### src/hw/flis_params.svh
// Constants for the floating-point last-instruction state capture block.
//
// How it works
// - A retiring non-control instruction records its instruction and operand addresses.
// - Without a memory operand the operand pointer holds its previous value.
// - Control instructions leave both pointers untouched.
// - The captured instruction address is that of the first prefix byte.
// - Each pointer is a 64-bit offset plus a 16-bit selector.
// - Initialize clears both offsets and both selectors.
// - Legacy load zeroes upper offset halves; selectors load only when protected.
// - Legacy store gives low offset halves; selectors valid only when protected.
// - Legacy full save clears offsets and selectors after storing them.
// - Extended restore: wide form loads full offsets, clears selectors; else narrow.
// - Extended save: wide form stores full offsets without selectors; else narrow.
// - Opcode keeps low three bits of byte one plus byte two.
// - Bit 2 of the misc enable register selects opcode compatibility mode.
// - With compatibility on, the stored opcode is always valid.
// - With compatibility off, opcode valid only after an unmasked exception.
// - Environment store includes words, pointers, opcode; full save adds data registers.
// - A legacy full save reinitializes the unit after storing.
// - Legacy layout follows protection and operand size; v86 and system management use real.
// - Environment load restores words, pointers, opcode; full restore adds data registers.
// - Extended save and restore also move vector registers and vector control.
// - Initialize sets the control word to 037f.
// - Initialize sets the tag word to ffff.
`ifndef FLIS_PARAMS_SVH
`define FLIS_PARAMS_SVH

`define FLIS_OFF_W       64
`define FLIS_SEL_W       16
`define FLIS_OPC_W       11
`define FLIS_ADDR_W      12
`define FLIS_CTRL_ADDR   12'h000
`define FLIS_IPLO_ADDR   12'h004
`define FLIS_IPHI_ADDR   12'h008
`define FLIS_IPSEL_ADDR  12'h00c
`define FLIS_OPLO_ADDR   12'h010
`define FLIS_OPHI_ADDR   12'h014
`define FLIS_OPSEL_ADDR  12'h018
`define FLIS_OPC_ADDR    12'h01c
`define FLIS_COMPAT_BIT  2
`define FLIS_EXC_BIT     16
`define FLIS_CW_INIT     16'h037f
`define FLIS_TW_INIT     16'hffff

`endif

### src/hw/flis_pkg.sv
// Types for the floating-point last-instruction state capture block.
`include "flis_params.svh"
package flis_pkg;
  typedef enum logic [2:0] {
    FLIS_INIT, FLIS_LDENV, FLIS_RSTOR, FLIS_STENV, FLIS_SAVE, FLIS_XRESTORE, FLIS_XSTORE
  } flis_cmd_t;

  typedef enum logic [1:0] {FLIS_PROT32, FLIS_PROT16, FLIS_REAL32, FLIS_REAL16} flis_layout_t;

  typedef struct packed {
    logic [`FLIS_OFF_W-1:0] ip_off;
    logic [`FLIS_SEL_W-1:0] ip_sel;
    logic [`FLIS_OFF_W-1:0] op_off;
    logic [`FLIS_SEL_W-1:0] op_sel;
    logic [`FLIS_OPC_W-1:0] opcode;
    logic                   exc;
    logic                   compat;
    logic [31:0]            prdata;
    logic                   st_valid;
    logic [`FLIS_OFF_W-1:0] st_ip_off;
    logic [`FLIS_SEL_W-1:0] st_ip_sel;
    logic [`FLIS_OFF_W-1:0] st_op_off;
    logic [`FLIS_SEL_W-1:0] st_op_sel;
    logic                   st_sel_valid;
    logic [`FLIS_OPC_W-1:0] st_opcode;
    logic                   st_opcode_valid;
    logic                   st_data_regs;
    logic                   st_vector;
    flis_layout_t           st_layout;
    logic                   ld_valid;
    logic                   ld_data_regs;
    logic                   ld_vector;
    logic                   init_pulse;
  } flis_state_t;
endpackage : flis_pkg

### src/hw/flis_capture.sv
// Last-instruction pointer and opcode capture with save/restore paths and APB access.
`timescale 1ns/100ps
`default_nettype none
`include "flis_params.svh"
module flis_capture
  import flis_pkg::*;
(
  // Clock and reset.
  input  wire logic                   clk,
  input  wire logic                   reset,
  // APB slave.
  input  wire logic                   psel,
  input  wire logic                   penable,
  input  wire logic                   pwrite,
  input  wire logic [`FLIS_ADDR_W-1:0] paddr,
  input  wire logic [31:0]            pwdata,
  output logic                        pready,
  output logic [31:0]                 prdata,
  output logic                        pslverr,
  // Retire strobe from the pipeline.
  input  wire logic                   ret_valid,
  input  wire logic                   ret_control,
  input  wire logic                   ret_has_mem,
  input  wire logic [`FLIS_OFF_W-1:0] ret_ip_off,
  input  wire logic [`FLIS_SEL_W-1:0] ret_ip_sel,
  input  wire logic [`FLIS_OFF_W-1:0] ret_op_off,
  input  wire logic [`FLIS_SEL_W-1:0] ret_op_sel,
  input  wire logic [7:0]             ret_opc1,
  input  wire logic [7:0]             ret_opc2,
  input  wire logic                   ret_unmasked_exc,
  // Save, restore and initialize commands.
  input  wire logic                   cmd_valid,
  input  wire flis_cmd_t              cmd_kind,
  input  wire logic                   protection_enable,
  input  wire logic                   long_mode_64,
  input  wire logic                   wide_operand_prefix,
  input  wire logic                   v86_mode,
  input  wire logic                   system_management_mode,
  input  wire logic                   operand_size32,
  input  wire logic [`FLIS_OFF_W-1:0] mem_ip_off,
  input  wire logic [`FLIS_SEL_W-1:0] mem_ip_sel,
  input  wire logic [`FLIS_OFF_W-1:0] mem_op_off,
  input  wire logic [`FLIS_SEL_W-1:0] mem_op_sel,
  input  wire logic [`FLIS_OPC_W-1:0] mem_opcode,
  // Store image towards memory.
  output logic                        st_valid,
  output logic [`FLIS_OFF_W-1:0]      st_ip_off,
  output logic [`FLIS_SEL_W-1:0]      st_ip_sel,
  output logic [`FLIS_OFF_W-1:0]      st_op_off,
  output logic [`FLIS_SEL_W-1:0]      st_op_sel,
  output logic                        st_sel_valid,
  output logic [`FLIS_OPC_W-1:0]      st_opcode,
  output logic                        st_opcode_valid,
  output logic                        st_data_regs,
  output logic                        st_vector,
  output flis_layout_t                st_layout,
  // Load and initialize notices to the rest of the unit.
  output logic                        ld_valid,
  output logic                        ld_data_regs,
  output logic                        ld_vector,
  output logic                        init_pulse,
  output logic [15:0]                 init_control_word,
  output logic [15:0]                 init_tag_word
);

  ////////////////////////////////////////////////////////////////////////////////
  flis_state_t s;
  flis_state_t next_s;
  logic        mapped;
  logic        wide;
  logic        prot;

  // Only the eight register words decode; any other offset answers with an error.
  always_comb begin
    case (paddr)
      `FLIS_CTRL_ADDR, `FLIS_IPLO_ADDR, `FLIS_IPHI_ADDR, `FLIS_IPSEL_ADDR,
      `FLIS_OPLO_ADDR, `FLIS_OPHI_ADDR, `FLIS_OPSEL_ADDR, `FLIS_OPC_ADDR: mapped = 1'b1;
      default: mapped = 1'b0;
    endcase
  end

  // Zero wait states: every access completes in its first access cycle.
  assign pready  = psel & penable;
  assign pslverr = psel & penable & ~mapped;
  assign wide    = long_mode_64 & wide_operand_prefix;
  // Virtual-8086 and system management mode both fall back to the real-mode image.
  assign prot    = protection_enable & ~v86_mode & ~system_management_mode;

  ////////////////////////////////////////////////////////////////////////////////
  always_comb begin
    next_s            = s;
    next_s.st_valid   = 1'b0;
    next_s.ld_valid   = 1'b0;
    next_s.init_pulse = 1'b0;
    // Read data is latched in the setup cycle so that it comes from a flop.
    if (psel && !penable && !pwrite) begin
      case (paddr)
        `FLIS_CTRL_ADDR:  next_s.prdata = 32'(s.compat) << `FLIS_COMPAT_BIT;
        `FLIS_IPLO_ADDR:  next_s.prdata = s.ip_off[31:0];
        `FLIS_IPHI_ADDR:  next_s.prdata = s.ip_off[63:32];
        `FLIS_IPSEL_ADDR: next_s.prdata = {16'h0000, s.ip_sel};
        `FLIS_OPLO_ADDR:  next_s.prdata = s.op_off[31:0];
        `FLIS_OPHI_ADDR:  next_s.prdata = s.op_off[63:32];
        `FLIS_OPSEL_ADDR: next_s.prdata = {16'h0000, s.op_sel};
        `FLIS_OPC_ADDR:   next_s.prdata = (32'(s.exc) << `FLIS_EXC_BIT) | 32'(s.opcode);
        default:          next_s.prdata = 32'h0000_0000;
      endcase
    end
    if (psel && penable && pwrite && paddr == `FLIS_CTRL_ADDR) begin
      next_s.compat = pwdata[`FLIS_COMPAT_BIT];
    end
    // A state command wins over a retire in the same cycle; the pipeline never overlaps them.
    if (cmd_valid) begin
      case (cmd_kind)
        FLIS_INIT: begin
          next_s.ip_off     = '0;
          next_s.ip_sel     = '0;
          next_s.op_off     = '0;
          next_s.op_sel     = '0;
          next_s.init_pulse = 1'b1;
        end
        // Legacy loads use the raw protection bit, not the layout-adjusted one.
        FLIS_LDENV, FLIS_RSTOR: begin
          next_s.ip_off       = {32'h0000_0000, mem_ip_off[31:0]};
          next_s.op_off       = {32'h0000_0000, mem_op_off[31:0]};
          next_s.ip_sel       = protection_enable ? mem_ip_sel : '0;
          next_s.op_sel       = protection_enable ? mem_op_sel : '0;
          next_s.opcode       = mem_opcode;
          next_s.ld_valid     = 1'b1;
          next_s.ld_data_regs = (cmd_kind == FLIS_RSTOR);
          next_s.ld_vector    = 1'b0;
        end
        // Selectors always travel with the image; st_sel_valid says whether memory keeps them.
        FLIS_STENV, FLIS_SAVE: begin
          next_s.st_valid        = 1'b1;
          next_s.st_ip_off       = {32'h0000_0000, s.ip_off[31:0]};
          next_s.st_op_off       = {32'h0000_0000, s.op_off[31:0]};
          next_s.st_ip_sel       = s.ip_sel;
          next_s.st_op_sel       = s.op_sel;
          next_s.st_sel_valid    = protection_enable;
          next_s.st_opcode       = s.opcode;
          next_s.st_opcode_valid = s.compat | s.exc;
          next_s.st_data_regs    = (cmd_kind == FLIS_SAVE);
          next_s.st_vector       = 1'b0;
          next_s.st_layout       = prot ? (operand_size32 ? FLIS_PROT32 : FLIS_PROT16)
                                        : (operand_size32 ? FLIS_REAL32 : FLIS_REAL16);
          if (cmd_kind == FLIS_SAVE) begin
            next_s.ip_off     = '0;
            next_s.ip_sel     = '0;
            next_s.op_off     = '0;
            next_s.op_sel     = '0;
            next_s.init_pulse = 1'b1;
          end
        end
        // Only the wide form carries whole offsets; it then drops the selectors.
        FLIS_XRESTORE: begin
          next_s.ip_off       = wide ? mem_ip_off : {32'h0000_0000, mem_ip_off[31:0]};
          next_s.op_off       = wide ? mem_op_off : {32'h0000_0000, mem_op_off[31:0]};
          next_s.ip_sel       = wide ? '0 : mem_ip_sel;
          next_s.op_sel       = wide ? '0 : mem_op_sel;
          next_s.opcode       = mem_opcode;
          next_s.ld_valid     = 1'b1;
          next_s.ld_data_regs = 1'b1;
          next_s.ld_vector    = 1'b1;
        end
        FLIS_XSTORE: begin
          next_s.st_valid        = 1'b1;
          next_s.st_ip_off       = wide ? s.ip_off : {32'h0000_0000, s.ip_off[31:0]};
          next_s.st_op_off       = wide ? s.op_off : {32'h0000_0000, s.op_off[31:0]};
          next_s.st_ip_sel       = s.ip_sel;
          next_s.st_op_sel       = s.op_sel;
          next_s.st_sel_valid    = ~wide;
          next_s.st_opcode       = s.opcode;
          next_s.st_opcode_valid = s.compat | s.exc;
          next_s.st_data_regs    = 1'b1;
          next_s.st_vector       = 1'b1;
          // The extended image has a single layout, so the legacy layout code is fixed.
          next_s.st_layout       = FLIS_PROT32;
        end
        default: begin
        end
      endcase
    end else if (ret_valid && !ret_control) begin
      // The pipeline hands over the address of the first prefix byte, not the opcode byte.
      next_s.ip_off = ret_ip_off;
      next_s.ip_sel = ret_ip_sel;
      next_s.opcode = {ret_opc1[2:0], ret_opc2};
      next_s.exc    = ret_unmasked_exc;
      // No memory operand leaves the old operand pointer, which is then meaningless.
      if (ret_has_mem) begin
        next_s.op_off = ret_op_off;
        next_s.op_sel = ret_op_sel;
      end
    end
  end

  // Pulses and read data live in the same struct, so reset clears them together.
  always_ff @(posedge clk) begin
    if (reset) begin
      s           <= '0;
      s.st_layout <= FLIS_PROT32;
    end else begin
      s <= next_s;
    end
  end

  ////////////////////////////////////////////////////////////////////////////////
  // Every output except pready, pslverr and the two initialize words is a direct copy of a state flop.
  assign prdata            = s.prdata;
  assign st_valid          = s.st_valid;
  assign st_ip_off         = s.st_ip_off;
  assign st_ip_sel         = s.st_ip_sel;
  assign st_op_off         = s.st_op_off;
  assign st_op_sel         = s.st_op_sel;
  assign st_sel_valid      = s.st_sel_valid;
  assign st_opcode         = s.st_opcode;
  assign st_opcode_valid   = s.st_opcode_valid;
  assign st_data_regs      = s.st_data_regs;
  assign st_vector         = s.st_vector;
  assign st_layout         = s.st_layout;
  assign ld_valid          = s.ld_valid;
  assign ld_data_regs      = s.ld_data_regs;
  assign ld_vector         = s.ld_vector;
  assign init_pulse        = s.init_pulse;
  assign init_control_word = `FLIS_CW_INIT;
  assign init_tag_word     = `FLIS_TW_INIT;

  logic ncmd;
  assign ncmd = ~cmd_valid;
endmodule : flis_capture
`default_nettype wire

### config.mk
export PLATFORM = sky130hd
export DESIGN_NAME = flis_capture
export DESIGN_NICKNAME = d
export VERILOG_FILES = /design/src/hw/flis_pkg.sv /design/src/hw/flis_capture.sv
export VERILOG_INCLUDE_DIRS = /design/src /design/src/hw
export SDC_FILE = /design/constraint.sdc
export NUM_CORES = 1
export LEC_CHECK = 0
export BUFFER_PORTS_ARGS = -buffer_cell sky130_fd_sc_hd__buf_4
export CORE_AREA = 8 8 247 249
export DETAILED_ROUTE_END_ITERATION = 16
export DIE_AREA = 0 0 255 257
export PLACE_DENSITY_LB_ADDON = 0.25
export SETUP_SLACK_MARGIN = 0.02
export SYNTH_ARGS = -nofsm -noshare
export SYNTH_HDL_FRONTEND = slang
export SYNTH_SLANG_ARGS = --single-unit
### constraint.sdc
create_clock -name clk -period 2.2 [get_ports clk]
set_input_delay 0.44 -clock clk [delete_from_list [all_inputs] [get_ports clk]]
set_output_delay 0.44 -clock clk [all_outputs]
set_load 0.02 [all_outputs]
==> impl_metrics.toml, run 1 <==
[status]
outcome = "finished, final reports clean"

[cts]
htreeDepth = 2
clk-insertion-delay-late_ns = 0.58
ctsResizeCount = 0
clkTransAtPathRegs_ns = 0.07
post-cts-setup-buffers = 0
cts_tree = "yes"
numCtsBuffers = 46
hold_buffers = 0
cts_root_buffer = "clkbuf_16"
clk_path_buf_depth = 3
clock-sinks = 387

[sta]
fin_ws_ns = 0.180
skew_ns = 0.0300
tns_ns = 0
worst_slew_pin_slew_ns = 1.01
fmax_mhz = 495
rsz0062_at_grt = "false"
fin_crit_sh_pct = 91.8
setup_viol = 0
hold_viol_final = 0
drv_slew = 0
relSlewSlack_pct = 32.5
min_period_ns = 2.02

[routing]
wl_microns = 77800
vias_per_cell = 5.29
drcViolationCount = 0
ant_nets = 0
drtIter0Drc = 1474
wl_per_cell_microns = 24.6
vias = 16800
dr.pass1.iters = 8

[placed_design]
dp_slack_ns = -0.00723
numPortBuffers = 589
gp_congestion = 0.872
post-dp-hpwl_microns = 59400

[setup_path]
crit_family = "simple AND/OR/NAND/NOR gates"
cp-end-kind = "output pin"
cp.depth = 5
worstPathArrival_ns = 1.58
crit_path_frequent_cell = "buf_4"
max_stage_delay_ns = 0.57
crit_path_top_delay_cell = "or3_1"
r2r_cells = 4
cp-start-kind = "input pin"
required_ns = 1.76
crit_buf_inv = 2
critical_path.max_fanout = 8
path_cells = "buf_4 > or3_1 > nor2_2 > a21oi_1 > buf_4"
path_class = "in2out"

[worst_hold_path]
holdPathStages = 2
min_path_type = "in2reg"

[pwr]
power_mw = 17.6
total_leakage_power_nw = 9.30
peakVddDrop_uv = 505
power_density_nw_per_um2 = 763

[yosys]
synth_cells = 2039
synth_compound_area_share_pct = 22.8
synthDistinctLibCells = 60
synth_top_family_by_area = "compound AO/OA/AOI/OAI gates"
ys_seq_area_share_pct = 44.2
synth_xor_area_share_pct = 0
synth-simple-area-share_pct = 15.2
synth_flop_cell = "dfxtp_1"
synth_fa_ha_area_share_pct = 0
syn_area_sq_um = 17500
yosysWarnings = 0
async_reset_ff_share_pct = 0
synthMuxAreaShare_pct = 3.33
syn_avg_cell_area_sq_um = 8.60
ys_seq_elements = 387
synth_enable_flop_cells = 0

[floorplanning]
core_sq_um = 57000
row_count = 88
die_area_sq_um = 65500
fp.dieW_microns = 255
ios = 658
start_util_pct = 30.7
die_y_microns = 257

[finish]
most-common-layout-cells = "buf_4, dfxtp_1, nand2_1, nor2_1, a21oi_1"
seq_area_sq_um = 7750
final_common_cell = "buf_4"
fin_nets = 2779
nFillCells = 5832
final_util_pct = 40.5
multiInputGateArea_sq_um = 7430
drive_above_1_share_pct = 33.5
area_growth_pct = 31.7

[grt]
grt_pass1_vias = 16400
grt_pass1_wl_microns = 111000
antenna_found_initial = 6
grt_start_max_net_pins = 154
track_usage_pct = 22.3
overflow = 0

[run]
timing.max_cap.violations = 0
-- where the power goes --
group | switching (mW) | internal [mW]
Combinational | 1.22 | 1.02
Sequential | 0.300 | 7.26
Clock | 3.16 | 4.67
Total | 4.68 | 12.9
-- layout make-up --
| type | instances | area share, % |
|---|---|---|
| clock inverters | 19 | 1.03 |
| inverters | 5 | 0.0813 |
| clock buffers | 63 | 5.70 |
| flip-flops and latches | 387 | 33.6 |
| diodes | 1 | 0.0108 |
| well taps | 765 | 4.15 |
| multi-input cells | 1256 | 32.2 |
| repair buffers | 673 | 23.3 |
-- cells in the mapped netlist, types with 3 or more instances --
cell      number  area (sq um)
dfxtp_1      387          7750
nand2_1      240           901
buf_4        238          1790
nor2_1       220           826
a21oi_1      175           876
clkbuf_1     153           574
a22oi_1      115           863
nor3_1        70           350
a222oi_1      68           681
a221oi_1      66           578
mux2i_1       37           370
o211ai_1      37           278
o22ai_1       23           144
o21ai_0       20           100
mux2_2        19           214
buf_1         17          63.8
a211oi_1      16           120
nand3_1       14          70.1
nand3b_1      11          82.6
buf_2         10          50.1
a22o_2         9          90.1
nor2b_1        9          56.3
a22o_1         7          61.3
a311oi_1       7          61.3
and4_1         5          43.8
inv_1          5          18.8
nand2b_1       5          31.3
nor4_1         4          25.0
or2_2          4          25.0
nand4_1        3          18.8
nor3b_1        3          22.5
or3_1          3          18.8
or3b_2         3          26.3
-- kinds of logic (layout without fill, tap and decap cells) --
kind of cell    count (synthesis)  in the layout
simple gates                  610            610
other cells                     2             33
mux                            56             56
compound gates                558            558
flops                         387            387
buf+inv                       426            760
-- worst paths after layout --
check,from,end,slack [ns]
setup / recovery,paddr[5],pslverr,0.18
hold / removal,reset,prdata[4],0.1
setup reg to reg,s[366],prdata[11],0.77
hold reg to reg,s[339],st_ip_off[16],0.45
-- state kept, by name, summed over array words and instances, names as in the netlist --
name / flops
ld_vector: 1
st_sel_valid: 1
st_data_regs: 1
st_opcode: 11
st_op_sel: 16
ld_data_regs: 1
st_ip_off: 64
st_opcode_valid: 1
st_op_off: 64
st_ip_sel: 16
ld_valid: 1
prdata: 32
s: 173
st_valid: 1
st_layout: 2
init_pulse: 1
st_vector: 1
-- stage by stage --
step | std cells | area, sq um | hold slack (ns)
floorplan | 2069 | 17600 | 0.426
global placement | 3086 | 21500 | 0.444
detailed placement | 3086 | 21500 | 0.447
CTS | 3168 | 23100 | 0.0615
global route | 3168 | 23100 | 0.0776
finish | 3169 | 23100 | 0.0983
-- routing by layer --
| metal | global-route usage, % | part of all wire (%) |
|---|---|---|
| met5 | 0 | 0.044 |
| met4 | 5.37 | 2.1 |
| met3 | 4.93 | 7.8 |
| met2 | 36.3 | 47 |
| met1 | 29.8 | 43 |
(Power assumes the default switching activity.)
==> inputs of run 2 (changes only) <==
--- a/config.mk
+++ b/config.mk
@@ -8,6 +8,7 @@
 export LEC_CHECK = 0
 export BUFFER_PORTS_ARGS = -buffer_cell sky130_fd_sc_hd__buf_4
 export CORE_AREA = 8 8 247 249
+export CTS_BUF_LIST = sky130_fd_sc_hd__clkbuf_16
 export DETAILED_ROUTE_END_ITERATION = 16
 export DIE_AREA = 0 0 255 257
 export PLACE_DENSITY_LB_ADDON = 0.25
==> run 2 against run 1 <==
  * Critical path depth did not move
  * Clock skew hardly changed
  * Critical path type unchanged
  * First-iteration DRC count up 4.9%
  * Largest power group is now sequential cells
==> impl_metrics.toml, run 2 (synthesized netlist as in run 1, its figures left out) <==
[sta]
min_period_ns = 2.03
drv_slew = 0
worst_slew_pin_slew_ns = 1.01
hold_viol_final = 0
fin_crit_sh_pct = 92.2
skew_ns = 0.0295
rsz0062_at_grt = "false"
relSlewSlack_pct = 32.2
fmax_mhz = 493
holdWs_ns = 0.101
setup_viol = 0

[floorplanning]
die_y_microns = 257
ios = 658
row_count = 88
start_util_pct = 30.7
core_sq_um = 57000
fp.dieW_microns = 255
die_area_sq_um = 65500

[finish]
area_growth_pct = 31.2
largest_register = "s"
nFillCells = 5844
most-common-layout-cells = "buf_4, dfxtp_1, nand2_1, nor2_1, a21oi_1"
fin_nets = 2779
stdcell_area_sq_um = 23000
largest_reg_flops = 173
final_common_cell = "buf_4"
final_cells = 3169
drive_above_1_share_pct = 33.2
final_util_pct = 40.3

[worst_hold_path]
min_path_type = "in2reg"
min_from = "reset"
holdPathEnd = "prdata[13]"
holdPathStages = 2

[setup_path]
crit_path_top_delay_cell = "or3_1"
cp-start-kind = "input pin"
r2r_cells = 4
critical_path.max_fanout = 8
path_cells = "buf_4 > or3_1 > nor2_2 > a21oi_1 > buf_4"
crit_path_frequent_cell = "buf_4"
path_class = "in2out"
crit_family = "simple AND/OR/NAND/NOR gates"
required_ns = 1.76
worstPathArrival_ns = 1.59
reg2reg_slack_ns = 0.75
crit_buf_inv = 2
cp-end-kind = "output pin"
r2r_start = "s[366]"
r2r_end = "prdata[11]"
max_stage_delay_ns = 0.57

[routing]
drt-met1-wl_microns = 32800
vias_per_cell = 5.30
wl_microns = 77800
vias = 16800
wl_per_cell_microns = 24.6
dr.pass1.iters = 10
drcViolationCount = 0
wl_met3_microns = 6570
ant_nets = 0
maxUsedRoutingLayer = "met5"
drtIter0Drc = 1546
met2WireLength_microns = 36800

[cts]
htreeDepth = 2
ctsResizeCount = 0
numCtsBuffers = 46
hold_buffers = 0
post-cts-setup-buffers = 0
clk_path_buf_depth = 3
clk-insertion-delay-late_ns = 0.58
clkTransAtPathRegs_ns = 0.06
clock-sinks = 387
cts_root_buffer = "clkbuf_16"
cts_tree = "yes"

[grt]
overflow = 0
track_usage_pct = 22.3
grt_pass1_vias = 16400
grt_pass1_wl_microns = 111000
antenna_found_initial = 6
grt_start_max_net_pins = 154

[run]
timing.max_cap.violations = 0

[placed_design]
post-dp-hpwl_microns = 59400
dp.cells = 3086
gp_congestion = 0.872
numPortBuffers = 589
place_area_sq_um = 21500

[status]
outcome = "finished, final reports clean"

[pwr]
power_mw = 17.3
total_leakage_power_nw = 9.29
power_density_nw_per_um2 = 752
peakVddDrop_uv = 502
## run 2: worst max path at each step
stage | from | cells after the start | end
6_report | paddr[5] | 5 | pslverr
5_1_grt | paddr[5] | 5 | pslverr
4_1_cts | paddr[5] | 5 | pslverr
3_5_place_dp | cmd_valid | 7 | s[283]
3_3_place_gp | cmd_kind[0] | 7 | s[279]
2_1_floorplan | paddr[9] | 5 | pslverr
## run 2: final cells by class
type	count	area [sq um]	share of cell area [%]
diodes	1	2.50	0.0109
clock buffers	47	1180	5.11
clock inverters	35	298	1.29
inverters	5	18.8	0.0816
multi-input cells	1256	7430	32.3
flip-flops and latches	387	7750	33.7
well taps	765	957	4.16
repair buffers	673	5370	23.4
## run 2: power by group
group,switching (mW),internal (mW),total (mW),leakage (nW)
clock,3.15,4.35,7.51,0.743
combinational,1.22,1.02,2.23,5.40
sequential,0.297,7.26,7.56,3.14
## run 2: worst register-to-register path: stages (launching register included)
cell	delay [ns]
dfxtp_1	0.39
mux2_2	0.33
a221oi_1	0.26
a21oi_1	0.14
a22o_1	0.22
## run 2: metal layers
layer / track usage (%) / vias to the layer above
met3: 4.92 / 83
met2: 36.3 / 734
met4: 5.34 / 4
li1: - / 7768
met1: 29.8 / 8216
met5: 0 / -
## run 2: per-stage QoR
stage / setup slack [ns] / setup TNS [ns]
CTS: 0.173 / 0
global placement: 0.0124 / 0
detailed placement: -0.00723 / -0.00779
floorplan: 0.0890 / 0
finish: 0.171 / 0
global route: 0.118 / 0
